File: config.mk
export PLATFORM = sky130hd
export DESIGN_NAME = membus_if
export DESIGN_NICKNAME = d
export VERILOG_FILES = /design/src/membus_pkg.sv /design/src/membus_if.sv
export SDC_FILE = /design/constraint.sdc
export NUM_CORES = 1
export LEC_CHECK = 0
export ABC_CLOCK_PERIOD_IN_PS = 2280
export BUFFER_PORTS_ARGS = -buffer_cell sky130_fd_sc_hd__buf_2
export CAP_MARGIN = 10
export CORE_MARGIN = 2
export CORE_UTILIZATION = 52
export CTS_BUF_LIST = sky130_fd_sc_hd__clkbuf_8 sky130_fd_sc_hd__clkbuf_16
export CTS_CLUSTER_SIZE = 30
export DETAILED_ROUTE_END_ITERATION = 12
export GPL_TIMING_DRIVEN = 0
export PLACE_DENSITY = 0.87
export SYNTH_ARGS = -nofsm -noshare
export SYNTH_HDL_FRONTEND = slang
export SYNTH_SLANG_ARGS = --single-unit
File: constraint.sdc
create_clock -name clk_i -period 2.28 [get_ports clk_i]
set_input_delay 0.342 -clock clk_i [delete_from_list [all_inputs] [get_ports clk_i]]
set_output_delay 0.342 -clock clk_i [all_outputs]
set_load 0.02 [all_outputs]
File: src/membus_pkg.sv
package membus_pkg;

	// ==========================================================
	// Identifier codes
	localparam logic [7:0] ASI_USER_INSTR  = 8'h08;
	localparam logic [7:0] ASI_USER_DATA   = 8'h0A;
	localparam logic [7:0] ASI_SUPER_INSTR = 8'h09;
	localparam logic [7:0] ASI_SUPER_DATA  = 8'h0B;

	// ==========================================================
	// Transfer size codes
	localparam logic [1:0] SIZE_BYTE   = 2'h0;
	localparam logic [1:0] SIZE_HALF   = 2'h1;
	localparam logic [1:0] SIZE_WORD   = 2'h2;
	localparam logic [1:0] SIZE_DOUBLE = 2'h3;

	// ==========================================================
	// Register map (byte addresses) and fields
	localparam logic [3:0] REG_CTRL        = 4'h0;
	localparam logic [3:0] REG_STATUS      = 4'h4;
	localparam int         CTRL_PAR_CHECK  = 0;
	localparam int         STAT_PAR_ERR    = 0;
	localparam int         STAT_MISALIGN   = 1;
	localparam int         STAT_FAULT      = 2;
	localparam int         STAT_FROZEN     = 3;
	localparam logic [31:0] CTRL_RESET     = 32'h0000_0001;

	// ==========================================================
	// Access kinds and cycle counts
	typedef enum logic [2:0] {
		KIND_FETCH,
		KIND_LOAD,
		KIND_STORE,
		KIND_STORE_DOUBLE,
		KIND_ATOMIC,
		KIND_IFLUSH
	} access_kind_type;

	localparam logic [1:0] CYCLES_SINGLE = 2'h1;
	localparam logic [1:0] CYCLES_STORE  = 2'h2;
	localparam logic [1:0] CYCLES_TRIPLE = 2'h3;

	// Access request from the core
	typedef struct packed {
		access_kind_type kind;
		logic [31:0]     addr;
		logic [1:0]      size;
		logic            supervisor;
		logic [31:0]     wdata;
		logic [31:0]     wdata_hi;
	} access_req_type;

	// Parameters presented on the bus for one address cycle
	typedef struct packed {
		logic [31:0] addr;
		logic [7:0]  asi;
		logic [1:0]  size;
		logic        rd;
		logic        data_transfer_flag;
		logic        atomic;
	} bus_params_type;

endpackage

File: src/membus_if.sv
// Local design decisions: the register offsets and register access over Wishbone.
`timescale 1ns/1ps
// Contract
// - Address output unregistered-style; replay drives missed address (code drives address_o from a register)
// - Address and identifier float when enables deasserted
// - Address parity is odd over 32 bits
// - Address enable low drives address and identifier
// - Identifier codes for user/supervisor instruction/data
// - Replay drives missed identifier during miss hold
// - Identifier-size parity odd, floats on enables
// - Bus hold freezes pipeline; inputs held stable
// - Holds sampled at falling edge, latched
// - Control enable low drives control outputs
// - Data bus driven only for integer stores
// - Store data valid in documented data cycles
// - Misaligned accesses trap; memory 32 bits wide (code traps misaligned data accesses only; fetches are not checked)
// - Data and parity float on enables deasserted
// - Data parity odd; generated on stores, checked loads
// - Data enable low drives data bus
// - Transfer flag on every data address cycle
// - Flush trap select chooses trap or no-op
// - Nullify on store second cycle, traps, interlock, jumps
// - Atomic flag on all atomic data cycles
// - Memory holds freeze; outputs keep captured values
module membus_if (
	// Clock and reset
	input  wire logic                          clk_i,
	input  wire logic                          rst_i,
	// Core request side
	input  wire logic                          req_valid_i,
	input  wire membus_pkg::access_req_type    req_i,
	output logic                               req_ready_o,
	input  wire logic                          trap_nullify_i,
	input  wire logic                          interlock_i,
	input  wire logic                          jump_return_i,
	output logic                               load_valid_o,
	output logic [31:0]                        load_data_o,
	output logic                               load_fault_o,
	output logic                               misalign_trap_o,
	output logic                               illegal_trap_o,
	// Enables and holds
	input  wire logic                          address_output_enable_n_i,
	input  wire logic                          control_output_enable_n_i,
	input  wire logic                          data_output_enable_n_i,
	input  wire logic                          test_output_enable_n_i,
	input  wire logic                          bus_hold_request_n_i,
	input  wire logic                          memory_hold_first_n_i,
	input  wire logic                          memory_hold_second_n_i,
	input  wire logic                          replay_missed_access_i,
	input  wire logic                          memory_data_strobe_in_n_i,
	input  wire logic                          memory_fault_in_n_i,
	input  wire logic                          flush_trap_select_i,
	// Address and identifier pins
	output logic [31:0]                        address_o,
	output logic                               address_parity_o,
	output logic [7:0]                         asi_o,
	output logic                               address_oe_o,
	output logic                               identifier_size_parity_o,
	output logic                               identifier_size_parity_oe_o,
	// Control pins
	output logic [1:0]                         size_o,
	output logic                               read_o,
	output logic                               data_transfer_flag_o,
	output logic                               atomic_access_flag_o,
	output logic                               control_oe_o,
	output logic                               cycle_nullify_o,
	// Data pins
	input  wire logic [31:0]                   data_i,
	output logic [31:0]                        data_o,
	output logic                               data_oe_o,
	input  wire logic                          data_parity_i,
	output logic                               data_parity_o,
	output logic                               data_parity_oe_o,
	// Wishbone slave
	input  wire logic                          wb_cyc_i,
	input  wire logic                          wb_stb_i,
	input  wire logic                          wb_we_i,
	input  wire logic [31:0]                   wb_adr_i,
	input  wire logic [3:0]                    wb_sel_i,
	input  wire logic [31:0]                   wb_dat_i,
	output logic [31:0]                        wb_dat_o,
	output logic                               wb_ack_o
);

	typedef enum logic [1:0] {ST_IDLE, ST_CYC1, ST_CYC2, ST_CYC3} seq_type;

	// ==========================================================
	// Helper functions
	function automatic logic odd_par32(input logic [31:0] v);
		odd_par32 = ~^v;
	endfunction

	function automatic logic misaligned(input logic [1:0] sz,
	                                    input logic [31:0] a);
		unique case (sz)
			membus_pkg::SIZE_DOUBLE: misaligned = |a[2:0];
			membus_pkg::SIZE_WORD:   misaligned = |a[1:0];
			membus_pkg::SIZE_HALF:   misaligned = a[0];
			membus_pkg::SIZE_BYTE:   misaligned = 1'b0;
		endcase
	endfunction

	seq_type                     state;
	membus_pkg::access_req_type  cur;
	membus_pkg::bus_params_type  params;
	membus_pkg::bus_params_type  miss;
	membus_pkg::bus_params_type  next_params;
	logic                        hold_latch;
	logic                        freeze;
	logic                        load_pending;
	logic                        nullify_pending;
	logic                        store_drive;
	logic [31:0]                 store_word;
	logic [31:0]                 ctrl;
	logic [3:0]                  status;
	logic                        par_err_evt;
	logic                        misalign_evt;
	logic                        fault_evt;
	logic                        start;
	logic                        wb_hit;
	logic                        drive_stage;
	logic [31:0]                 word_stage;
	logic                        second_stage;
	logic                        load_stage;

	// ==========================================================
	// Hold sampling at mid-cycle
	// Falling-edge capture stands in for the clock-high latch
	always_ff @(negedge clk_i) begin
		if (rst_i) begin
			hold_latch <= 1'b0;
		end else begin
			hold_latch <= ~bus_hold_request_n_i | ~memory_hold_first_n_i
			            | ~memory_hold_second_n_i;
		end
	end
	assign freeze = hold_latch;

	// ==========================================================
	// Request acceptance
	assign start = req_valid_i && req_ready_o && !freeze;
	assign misalign_evt = start && req_i.kind != membus_pkg::KIND_FETCH
	                    && req_i.kind != membus_pkg::KIND_IFLUSH
	                    && misaligned(req_i.size, req_i.addr);

	// Sequencer
	always_ff @(posedge clk_i) begin
		if (rst_i) begin
			state <= ST_IDLE;
			cur   <= '0;
		end else if (!freeze) begin
			unique case (state)
				ST_IDLE: begin
					if (start && !misalign_evt
					    && req_i.kind != membus_pkg::KIND_IFLUSH) begin
						state <= ST_CYC1;
						cur   <= req_i;
					end
				end
				ST_CYC1: begin
					if (cur.kind == membus_pkg::KIND_FETCH
					    || cur.kind == membus_pkg::KIND_LOAD) begin
						state <= ST_IDLE;
					end else begin
						state <= ST_CYC2;
					end
				end
				ST_CYC2: begin
					state <= (cur.kind == membus_pkg::KIND_STORE) ?
					         ST_IDLE : ST_CYC3;
				end
				ST_CYC3: state <= ST_IDLE;
			endcase
		end
	end

	// Core handshake while idle or in the first cycle of a fetch or load, and not in the cycle of a start
	always_ff @(posedge clk_i) begin
		if (rst_i) begin
			req_ready_o <= 1'b0;
		end else begin
			req_ready_o <= (state == ST_IDLE || (state == ST_CYC1
			    && (cur.kind == membus_pkg::KIND_FETCH
			    || cur.kind == membus_pkg::KIND_LOAD)))
			    && !start;
		end
	end

	// ==========================================================
	// Parameters of the current address cycle
	always_comb begin
		next_params = '0;
		if (state != ST_IDLE) begin
			next_params.addr  = cur.addr;
			next_params.size  = (cur.kind == membus_pkg::KIND_FETCH) ?
			                    membus_pkg::SIZE_WORD : cur.size;
			if (cur.kind == membus_pkg::KIND_FETCH) begin
				next_params.asi = cur.supervisor ?
				    membus_pkg::ASI_SUPER_INSTR : membus_pkg::ASI_USER_INSTR;
			end else begin
				next_params.asi = cur.supervisor ?
				    membus_pkg::ASI_SUPER_DATA : membus_pkg::ASI_USER_DATA;
			end
			next_params.data_transfer_flag  = cur.kind != membus_pkg::KIND_FETCH;
			next_params.atomic = cur.kind == membus_pkg::KIND_ATOMIC;
			next_params.rd     = !(cur.kind == membus_pkg::KIND_STORE
			    || cur.kind == membus_pkg::KIND_STORE_DOUBLE
			    || (cur.kind == membus_pkg::KIND_ATOMIC && state != ST_CYC1));
		end
	end

	// Store data: single in 2nd, double in 2nd/3rd, atomic in 3rd
	always_comb begin
		store_drive = 1'b0;
		store_word  = cur.wdata;
		unique case (cur.kind)
			membus_pkg::KIND_STORE:
				store_drive = state == ST_CYC2;
			membus_pkg::KIND_STORE_DOUBLE: begin
				store_drive = state == ST_CYC2 || state == ST_CYC3;
				store_word  = (state == ST_CYC3) ? cur.wdata_hi : cur.wdata;
			end
			membus_pkg::KIND_ATOMIC:
				store_drive = state == ST_CYC3;
			default: store_drive = 1'b0;
		endcase
	end

	// Delay data, nullify and load marks to the pin stage of params
	always_ff @(posedge clk_i) begin
		if (rst_i) begin
			drive_stage  <= 1'b0;
			word_stage   <= '0;
			second_stage <= 1'b0;
			load_stage   <= 1'b0;
		end else if (!freeze) begin
			drive_stage  <= store_drive;
			word_stage   <= store_word;
			second_stage <= state == ST_CYC2
			    && cur.kind != membus_pkg::KIND_STORE_DOUBLE;
			load_stage   <= state == ST_CYC1 && next_params.rd;
		end
	end

	// Running copy of presented parameters and the missed one
	always_ff @(posedge clk_i) begin
		if (rst_i) begin
			params <= '0;
			miss   <= '0;
		end else if (!freeze) begin
			params <= next_params;
			miss   <= params;
		end
	end

	// ==========================================================
	// Address, identifier and control pins
	always_ff @(posedge clk_i) begin
		if (rst_i) begin
			address_o            <= '0;
			address_parity_o     <= 1'b1;
			asi_o                <= '0;
			size_o               <= '0;
			read_o               <= 1'b0;
			data_transfer_flag_o <= 1'b0;
			atomic_access_flag_o <= 1'b0;
			identifier_size_parity_o <= 1'b1;
		end else if (freeze && replay_missed_access_i) begin
			address_o            <= miss.addr;
			address_parity_o     <= odd_par32(miss.addr);
			asi_o                <= miss.asi;
			size_o               <= miss.size;
			read_o               <= miss.rd;
			data_transfer_flag_o <= miss.data_transfer_flag;
			atomic_access_flag_o <= miss.atomic;
			identifier_size_parity_o <= ~^{miss.asi, miss.size};
		end else begin
			address_o            <= params.addr;
			address_parity_o     <= odd_par32(params.addr);
			asi_o                <= params.asi;
			size_o               <= params.size;
			read_o               <= params.rd;
			data_transfer_flag_o <= params.data_transfer_flag;
			atomic_access_flag_o <= params.atomic;
			identifier_size_parity_o <= ~^{params.asi, params.size};
		end
	end

	// Output enables follow the active-low enable inputs
	always_ff @(posedge clk_i) begin
		if (rst_i) begin
			address_oe_o                <= 1'b0;
			control_oe_o                <= 1'b0;
			identifier_size_parity_oe_o <= 1'b0;
		end else begin
			address_oe_o <= !address_output_enable_n_i
			              && !test_output_enable_n_i;
			control_oe_o <= !control_output_enable_n_i
			              && !test_output_enable_n_i;
			identifier_size_parity_oe_o <= !address_output_enable_n_i
			    && !control_output_enable_n_i
			    && !test_output_enable_n_i;
		end
	end

	// ==========================================================
	// Data pins
	always_ff @(posedge clk_i) begin
		if (rst_i) begin
			data_o           <= '0;
			data_parity_o    <= 1'b1;
			data_oe_o        <= 1'b0;
			data_parity_oe_o <= 1'b0;
		end else if (!freeze) begin
			data_o           <= word_stage;
			data_parity_o    <= odd_par32(word_stage);
			data_oe_o        <= drive_stage && !data_output_enable_n_i
			                  && !test_output_enable_n_i;
			data_parity_oe_o <= drive_stage && !data_output_enable_n_i
			                  && !test_output_enable_n_i;
		end else if (data_output_enable_n_i || test_output_enable_n_i) begin
			data_oe_o        <= 1'b0;
			data_parity_oe_o <= 1'b0;
		end
	end

	// ==========================================================
	// Load data capture and parity check
	always_ff @(posedge clk_i) begin
		if (rst_i) begin
			load_pending <= 1'b0;
			load_valid_o <= 1'b0;
			load_data_o  <= '0;
			load_fault_o <= 1'b0;
		end else begin
			load_valid_o <= 1'b0;
			load_fault_o <= 1'b0;
			if (load_pending && (!freeze || !memory_data_strobe_in_n_i)) begin
				load_pending <= 1'b0;
				load_valid_o <= memory_fault_in_n_i;
				load_fault_o <= !memory_fault_in_n_i;
				load_data_o  <= data_i;
			end
			if (!freeze && load_stage && !nullify_pending) begin
				load_pending <= 1'b1;
			end
		end
	end
	assign par_err_evt = load_pending && (!freeze
	    || !memory_data_strobe_in_n_i) && memory_fault_in_n_i
	    && ctrl[membus_pkg::CTRL_PAR_CHECK]
	    && (odd_par32(data_i) != data_parity_i);
	assign fault_evt = load_pending && !freeze ? 1'b0 :
	    load_pending && !memory_data_strobe_in_n_i && !memory_fault_in_n_i;

	// ==========================================================
	// Nullify, misalignment and flush traps
	always_ff @(posedge clk_i) begin
		if (rst_i) begin
			nullify_pending <= 1'b0;
			cycle_nullify_o <= 1'b0;
		end else if (!freeze) begin
			nullify_pending <= trap_nullify_i || interlock_i
			                 || jump_return_i;
			cycle_nullify_o <= nullify_pending || second_stage;
		end
	end

	always_ff @(posedge clk_i) begin
		if (rst_i) begin
			misalign_trap_o <= 1'b0;
			illegal_trap_o  <= 1'b0;
		end else begin
			misalign_trap_o <= misalign_evt;
			illegal_trap_o  <= start && req_i.kind == membus_pkg::KIND_IFLUSH
			                 && !flush_trap_select_i;
		end
	end

	// ==========================================================
	// Wishbone slave: control, sticky status bits 0 to 2 and live frozen bit
	assign wb_hit = wb_cyc_i && wb_stb_i && !wb_ack_o;

	always_ff @(posedge clk_i) begin
		if (rst_i) begin
			wb_ack_o <= 1'b0;
			wb_dat_o <= '0;
		end else begin
			wb_ack_o <= wb_hit;
			wb_dat_o <= '0;
			if (wb_hit && !wb_we_i) begin
				unique case (wb_adr_i[3:0])
					membus_pkg::REG_CTRL:   wb_dat_o <= ctrl;
					membus_pkg::REG_STATUS: wb_dat_o <= {28'h000_0000, status};
					default:                wb_dat_o <= '0;
				endcase
			end
		end
	end

	always_ff @(posedge clk_i) begin
		if (rst_i) begin
			ctrl <= membus_pkg::CTRL_RESET;
		end else if (wb_hit && wb_we_i && wb_sel_i[0]
		             && wb_adr_i[3:0] == membus_pkg::REG_CTRL) begin
			ctrl <= {31'h0000_0000, wb_dat_i[membus_pkg::CTRL_PAR_CHECK]};
		end
	end

	// Write one to clear; a new event wins over the clear
	always_ff @(posedge clk_i) begin
		if (rst_i) begin
			status <= '0;
		end else begin
			if (wb_hit && wb_we_i && wb_sel_i[0]
			    && wb_adr_i[3:0] == membus_pkg::REG_STATUS) begin
				status[2:0] <= status[2:0] & ~wb_dat_i[2:0];
			end
			if (par_err_evt) status[membus_pkg::STAT_PAR_ERR] <= 1'b1;
			if (misalign_evt) status[membus_pkg::STAT_MISALIGN] <= 1'b1;
			if (fault_evt) status[membus_pkg::STAT_FAULT] <= 1'b1;
			status[membus_pkg::STAT_FROZEN] <= freeze;
		end
	end

	// ==========================================================
	// Checks
	property p_addr_par;
		@(posedge clk_i) disable iff (rst_i)
		1'b1 |-> (^{address_o, address_parity_o}) == 1'b1;
	endproperty
	a_addr_par: assert property (p_addr_par)
		else $error("address parity not odd");

	property p_id_par;
		@(posedge clk_i) disable iff (rst_i)
		1'b1 |-> (^{asi_o, size_o, identifier_size_parity_o}) == 1'b1;
	endproperty
	a_id_par: assert property (p_id_par)
		else $error("identifier size parity not odd");

	property p_data_write;
		@(posedge clk_i) disable iff (rst_i)
		data_oe_o |-> !read_o && data_transfer_flag_o;
	endproperty
	a_data_write: assert property (p_data_write)
		else $error("data bus driven outside store");

	property p_store_null;
		@(posedge clk_i) disable iff (rst_i)
		(state == ST_CYC2 && cur.kind == membus_pkg::KIND_STORE && !freeze)
		##1 !freeze |=> cycle_nullify_o;
	endproperty
	a_store_null: assert property (p_store_null)
		else $error("store second cycle not nullified");

	property p_replay;
		@(posedge clk_i) disable iff (rst_i)
		(freeze && replay_missed_access_i) |=> address_o == $past(miss.addr);
	endproperty
	a_replay: assert property (p_replay)
		else $error("missed address not replayed");

	property p_freeze;
		@(posedge clk_i) disable iff (rst_i)
		freeze |=> $stable(state) && $stable(params);
	endproperty
	a_freeze: assert property (p_freeze)
		else $error("state moved while frozen");

	property p_misalign;
		@(posedge clk_i) disable iff (rst_i)
		(start && req_i.kind == membus_pkg::KIND_LOAD
		 && req_i.size == membus_pkg::SIZE_WORD && req_i.addr[0])
		|=> misalign_trap_o ##1 !misalign_trap_o;
	endproperty
	a_misalign: assert property (p_misalign)
		else $error("misaligned word not trapped");

	property p_flush;
		@(posedge clk_i) disable iff (rst_i)
		(start && req_i.kind == membus_pkg::KIND_IFLUSH)
		|=> illegal_trap_o == !$past(flush_trap_select_i);
	endproperty
	a_flush: assert property (p_flush)
		else $error("flush trap select ignored");

	property p_addr_oe;
		@(posedge clk_i) disable iff (rst_i)
		(address_output_enable_n_i || test_output_enable_n_i)
		|=> !address_oe_o && !identifier_size_parity_oe_o;
	endproperty
	a_addr_oe: assert property (p_addr_oe)
		else $error("address drivers not released");

	property p_atomic;
		@(posedge clk_i) disable iff (rst_i)
		(state == ST_CYC1 && cur.kind == membus_pkg::KIND_ATOMIC && !freeze)
		|=> ##1 atomic_access_flag_o;
	endproperty
	a_atomic: assert property (p_atomic)
		else $error("atomic flag missing");

endmodule

Word level (Yosys, flattened, before mapping)

Index checks and enable logic that the tools add are counted.

Bits in registers: 392
Bits of input ports: 223
Output and inout port bits: 156
Logic and storage cells: 197

Equality and inequality tests: 18
Mux-type cells: 31
Bitwise logic cells: 10
Reductions and logical operators: 84

Operators by type and width:

| cell                                                   | number |
|---|---|
| XNOR reduction 32 bit                                  | 4 |
| 2-to-1 mux 32 bit                                      | 3 |
| 2-to-1 mux 45 bit                                      | 1 |
| logical AND 1 bit                                      | 37 |
| XNOR reduction 10 bit                                  | 2 |
| 2-to-1 mux 1 bit                                       | 15 |
| zero test 1 bit                                        | 14 |
| 2-to-1 mux 2 bit                                       | 6 |
| logical OR 1 bit                                       | 10 |
| nonzero test 2 bit                                     | 5 |
| equality test 2 bit (second input constant)            | 4 |
| 2-to-1 mux 8 bit                                       | 1 |
| case mux 2 bit (4 select lines)                        | 1 |
| case mux 4 bit (2 select lines)                        | 1 |
| equality test 3 x 2 -> 1 bit (second input constant)   | 2 |
| equality test 3 bit (second input constant)            | 2 |
| NOT 1 bit                                              | 6 |
| nonzero test 3 bit                                     | 2 |
| OR reduction 2 bit                                     | 3 |
| equality test 2 x 1 -> 1 bit (second input constant)   | 2 |
| equality test 4 x 3 -> 1 bit (second input constant)   | 1 |
| zero test 2 bit                                        | 2 |
| zero test 4 bit                                        | 1 |
| inequality test 2 x 1 -> 1 bit (second input constant) | 2 |
| 15 further kinds                                       | 16 |

Depth between registers and ports, before layout

Depth after elaboration: 10
Gate-level depth with buffers: 8
Mapped depth without buffers: 7

==> results_dict.tcl <==
set metrics [dict create \
    fp-row-count 59 \
    share_seq_of_total_power_pct 43.7 \
    final_nets 2203 \
    final_layout_size_suffix_gt1_share_pct 42.13 \
    p_leak_uw 0.008228 \
    critPathLaunchType "flip-flop" \
    io_buffer_count 284 \
    required_ns 2.67 \
    cts_buffers 37 \
    setup_viol 333 \
    grt-ovfl-total 0 \
    io_pins 379 \
    hold-worst-slack_ns 0.001724 \
    status "finished, violations left" \
    finalWorstSetupSlack_ns -0.9791 \
    post-dp-hpwl_um 27920 \
    finClkSkew_ns 0.05185 \
    synthTopCellsByCount "366 x nand2_1, 346 x dfxtp_1, 213 x a21oi_1, 160 x nor2_1, 119 x xnor2_1" \
    drc 0 \
    rsz0062_at_grt "true" \
    setup_tns_ns -173.33 \
    synth.distinct_cells 42 \
    syn_area_um2 13680 \
    routed_wl_um 62240 \
    synth_seq_cells 346 \
    num_vias 14870 \
    synth-edff-count 0 \
    critical_path_arrival_ns 3.65 \
    antenna_found_initial 8 \
    maxCapViolCount 0 \
    synth_simple_gate_area_share_pct 16.38 \
    place_area_um2 15790 \
    violations "negative setup slack" \
    criticalPathCategory "flip-flop to flip-flop" \
    grt_max_degree 16 \
    die_width_um 166.2 \
    synth_top_family_by_area "simple AND/OR/NAND/NOR gates" \
    yosysTopAreaCellShare_pct 50.62 \
    start_util_pct 52.66 \
    ir_worst_vdd_uv 690.8 \
    worstSkewPairLatency_ns 0.57 \
    crit_fanout 10 \
    synth_compound_area_share_pct 11.04 \
    cts.clk_slew.worst_paths_ns 0.07 \
    power_density_nw_per_um2 690.0 \
    hp-class "input pin to flip-flop" \
    pwr-share-clk_pct 44.3 \
    synth.largest_area_cell "dfxtp_1" \
    finalHoldViolations 0 \
    maxSlewViolCount 0 \
    synthMuxAreaShare_pct 7.753 \
    wl_per_cell_um 26.50 \
    drt_iter0_drc 2044 \
    final_area_um2 20540 \
    grt_usage_pct 33.93 \
    yosys_warnings 0 \
    ys.flop_type "dfxtp_1" \
    worst-r2r-setup-slack_ns -0.98 \
    grt_pass1_vias 13770 \
    core-area_um2 25980 \
    firstDrtPassIters 9 \
    max-clock-path-buffers 3 \
    p_switching_uw 3721 \
    gp_congestion 0.9166 \
    crit_path_end_kind "flip-flop" \
    area_growth_pct 50.11 \
    async_flop_share_pct 0 \
    die_h_um 166.2 \
    switching_share_pct 26.26 \
    worst-slew-pin-transition_ns 1.114 \
    antenna_left 0 \
    combPwrFrac_pct 12.0 \
    cts_max_level 2 \
    intPower_uw 10450 \
    slew_headroom_pct 25.77 \
    synth_cells 1558 \
    cts.sinks 346 \
    synth-adder-area-share_pct 0 \
    synth_most_common_cell "nand2_1" \
    seq_area_frac_synth_pct 50.62 \
    grt_pass1_wl_um 75160 \
    cts_tree "yes" \
    ys_top_cells_by_area "dfxtp_1 51%, nand2_1 10%, a21oi_1 7.8%" \
    synth_xor_area_share_pct 8.512 \
    design.die.area_um2 27630 \
    avgSynthCellArea_um2 8.783 \
    root_buffer "clkbuf_16" \
    avgViaCountPerCell 6.331 \
]
power groups by stage:
stage / logic, uW / registers, uW / clock network (uW)
after floorplan: 665 / 6300 / 5.49
after global placement: 1010 / 6300 / 5.49
after detailed placement: 1030 / 6300 / 5.49
after CTS: 1410 / 6170 / 6060
after global routing: 1740 / 6200 / 6430
final: 1700 / 6200 / 6270
path summary, 6_finish.rpt:
path                        endpoint                 startpoint  cells past startpoint
max             cur[67]$_SDFFE_PP0P_          freeze$_SDFF_NP0_                      7
min          address_oe_o$_SDFF_PP0_  address_output_enable_n_i                      2
max reg2reg     cur[67]$_SDFFE_PP0P_          freeze$_SDFF_NP0_                      7
min reg2reg   status[1]$_SDFFE_PP0P_     status[1]$_SDFFE_PP0P_                      2
repair_timing:
item,in CTS,in global routing
resized for setup,341,321
endpoints found under the hold margin,3,0
setup buffers,28,16
cloned,32,5
endpoints found under the setup margin,332,333
hold buffers,3,0
pin swaps,105,119
flip-flops by register name (all words and copies together), names as in the netlist, 2 cells and up:
| register | flops |
|---|---|
| wb_dat_o | 4 |
| status | 4 |
| word_stage | 32 |
| miss | 39 |
| state | 2 |
| asi_o | 3 |
| size_o | 2 |
| cur | 102 |
| load_data_o | 32 |
| data_o | 32 |
| params | 39 |
| address_o | 32 |
metal layers:
layer | GRT usage (%) | wire (um) | up-vias
met5 | 0 | 31 | -
met4 | 20.88 | 6513 | 4
met3 | 7.221 | 7737 | 604
met2 | 58.04 | 27620 | 1500
met1 | 38.92 | 20340 | 6858
li1 | - | - | 5906
layout by cell type, fill, tap and decap left out, types with 44 or more instances in the layout:
| cell | netlist | routed |
|---|---|---|
| nand2_1 | 366 | 242 |
| xnor2_1 | 119 | 119 |
| nand2_2 | 0 | 44 |
| buf_4 | 35 | 52 |
| nand2_4 | 0 | 78 |
| mux2i_1 | 106 | 89 |
| nor2_1 | 160 | 128 |
| a21oi_2 | 0 | 123 |
| clkbuf_16 | 0 | 55 |
| buf_2 | 21 | 288 |
| a21oi_1 | 213 | 68 |
| dfxtp_1 | 346 | 345 |
kinds of logic after synthesis:
| kind of cell | Yosys count |
|---|---|
| mux | 106 |
| other cells | 1 |
| simple gates | 564 |
| flops | 346 |
| xor+xnor | 133 |
| compound gates | 267 |
| buf+inv | 141 |
metrics by stage:
step                setup WS [ns]  utilization (%)  std cells  power (uW)
finish                    -0.9791            79.05       2349       14170
detailed placement        -0.7324            60.77       2209        7337
CTS                       -0.6289            73.95       2336       13650
global placement          -0.6794            60.77       2209        7315
floorplan                 -0.3081                -       1590        6971
global route              -0.9842            79.02       2346       14360
worst max-delay path: stages (launching register included):
cell and delay (ns):
dfxtp_4 0.34, nor2_4 0.16, nand2_4 0.10, nor4_4 0.28
buf_4 0.28, buf_4 0.23, nand2_1 0.10, a21oi_1 0.44
final cells by class:
class                           instances  area, um2
Antenna cell                            6      15.01
Buffer                                130       1274
Clock buffer                           44       1033
Clock inverter                         24      203.9
Fill cell                            1291       5444
Inverter                                3      11.26
Multi-Input combinational cell       1103       7934
Sequential cell                       346       6930
Tap cell                              335      419.2
Timing Repair Buffer                  358       2720
Note: power is estimated with default switching activity, not from simulation.
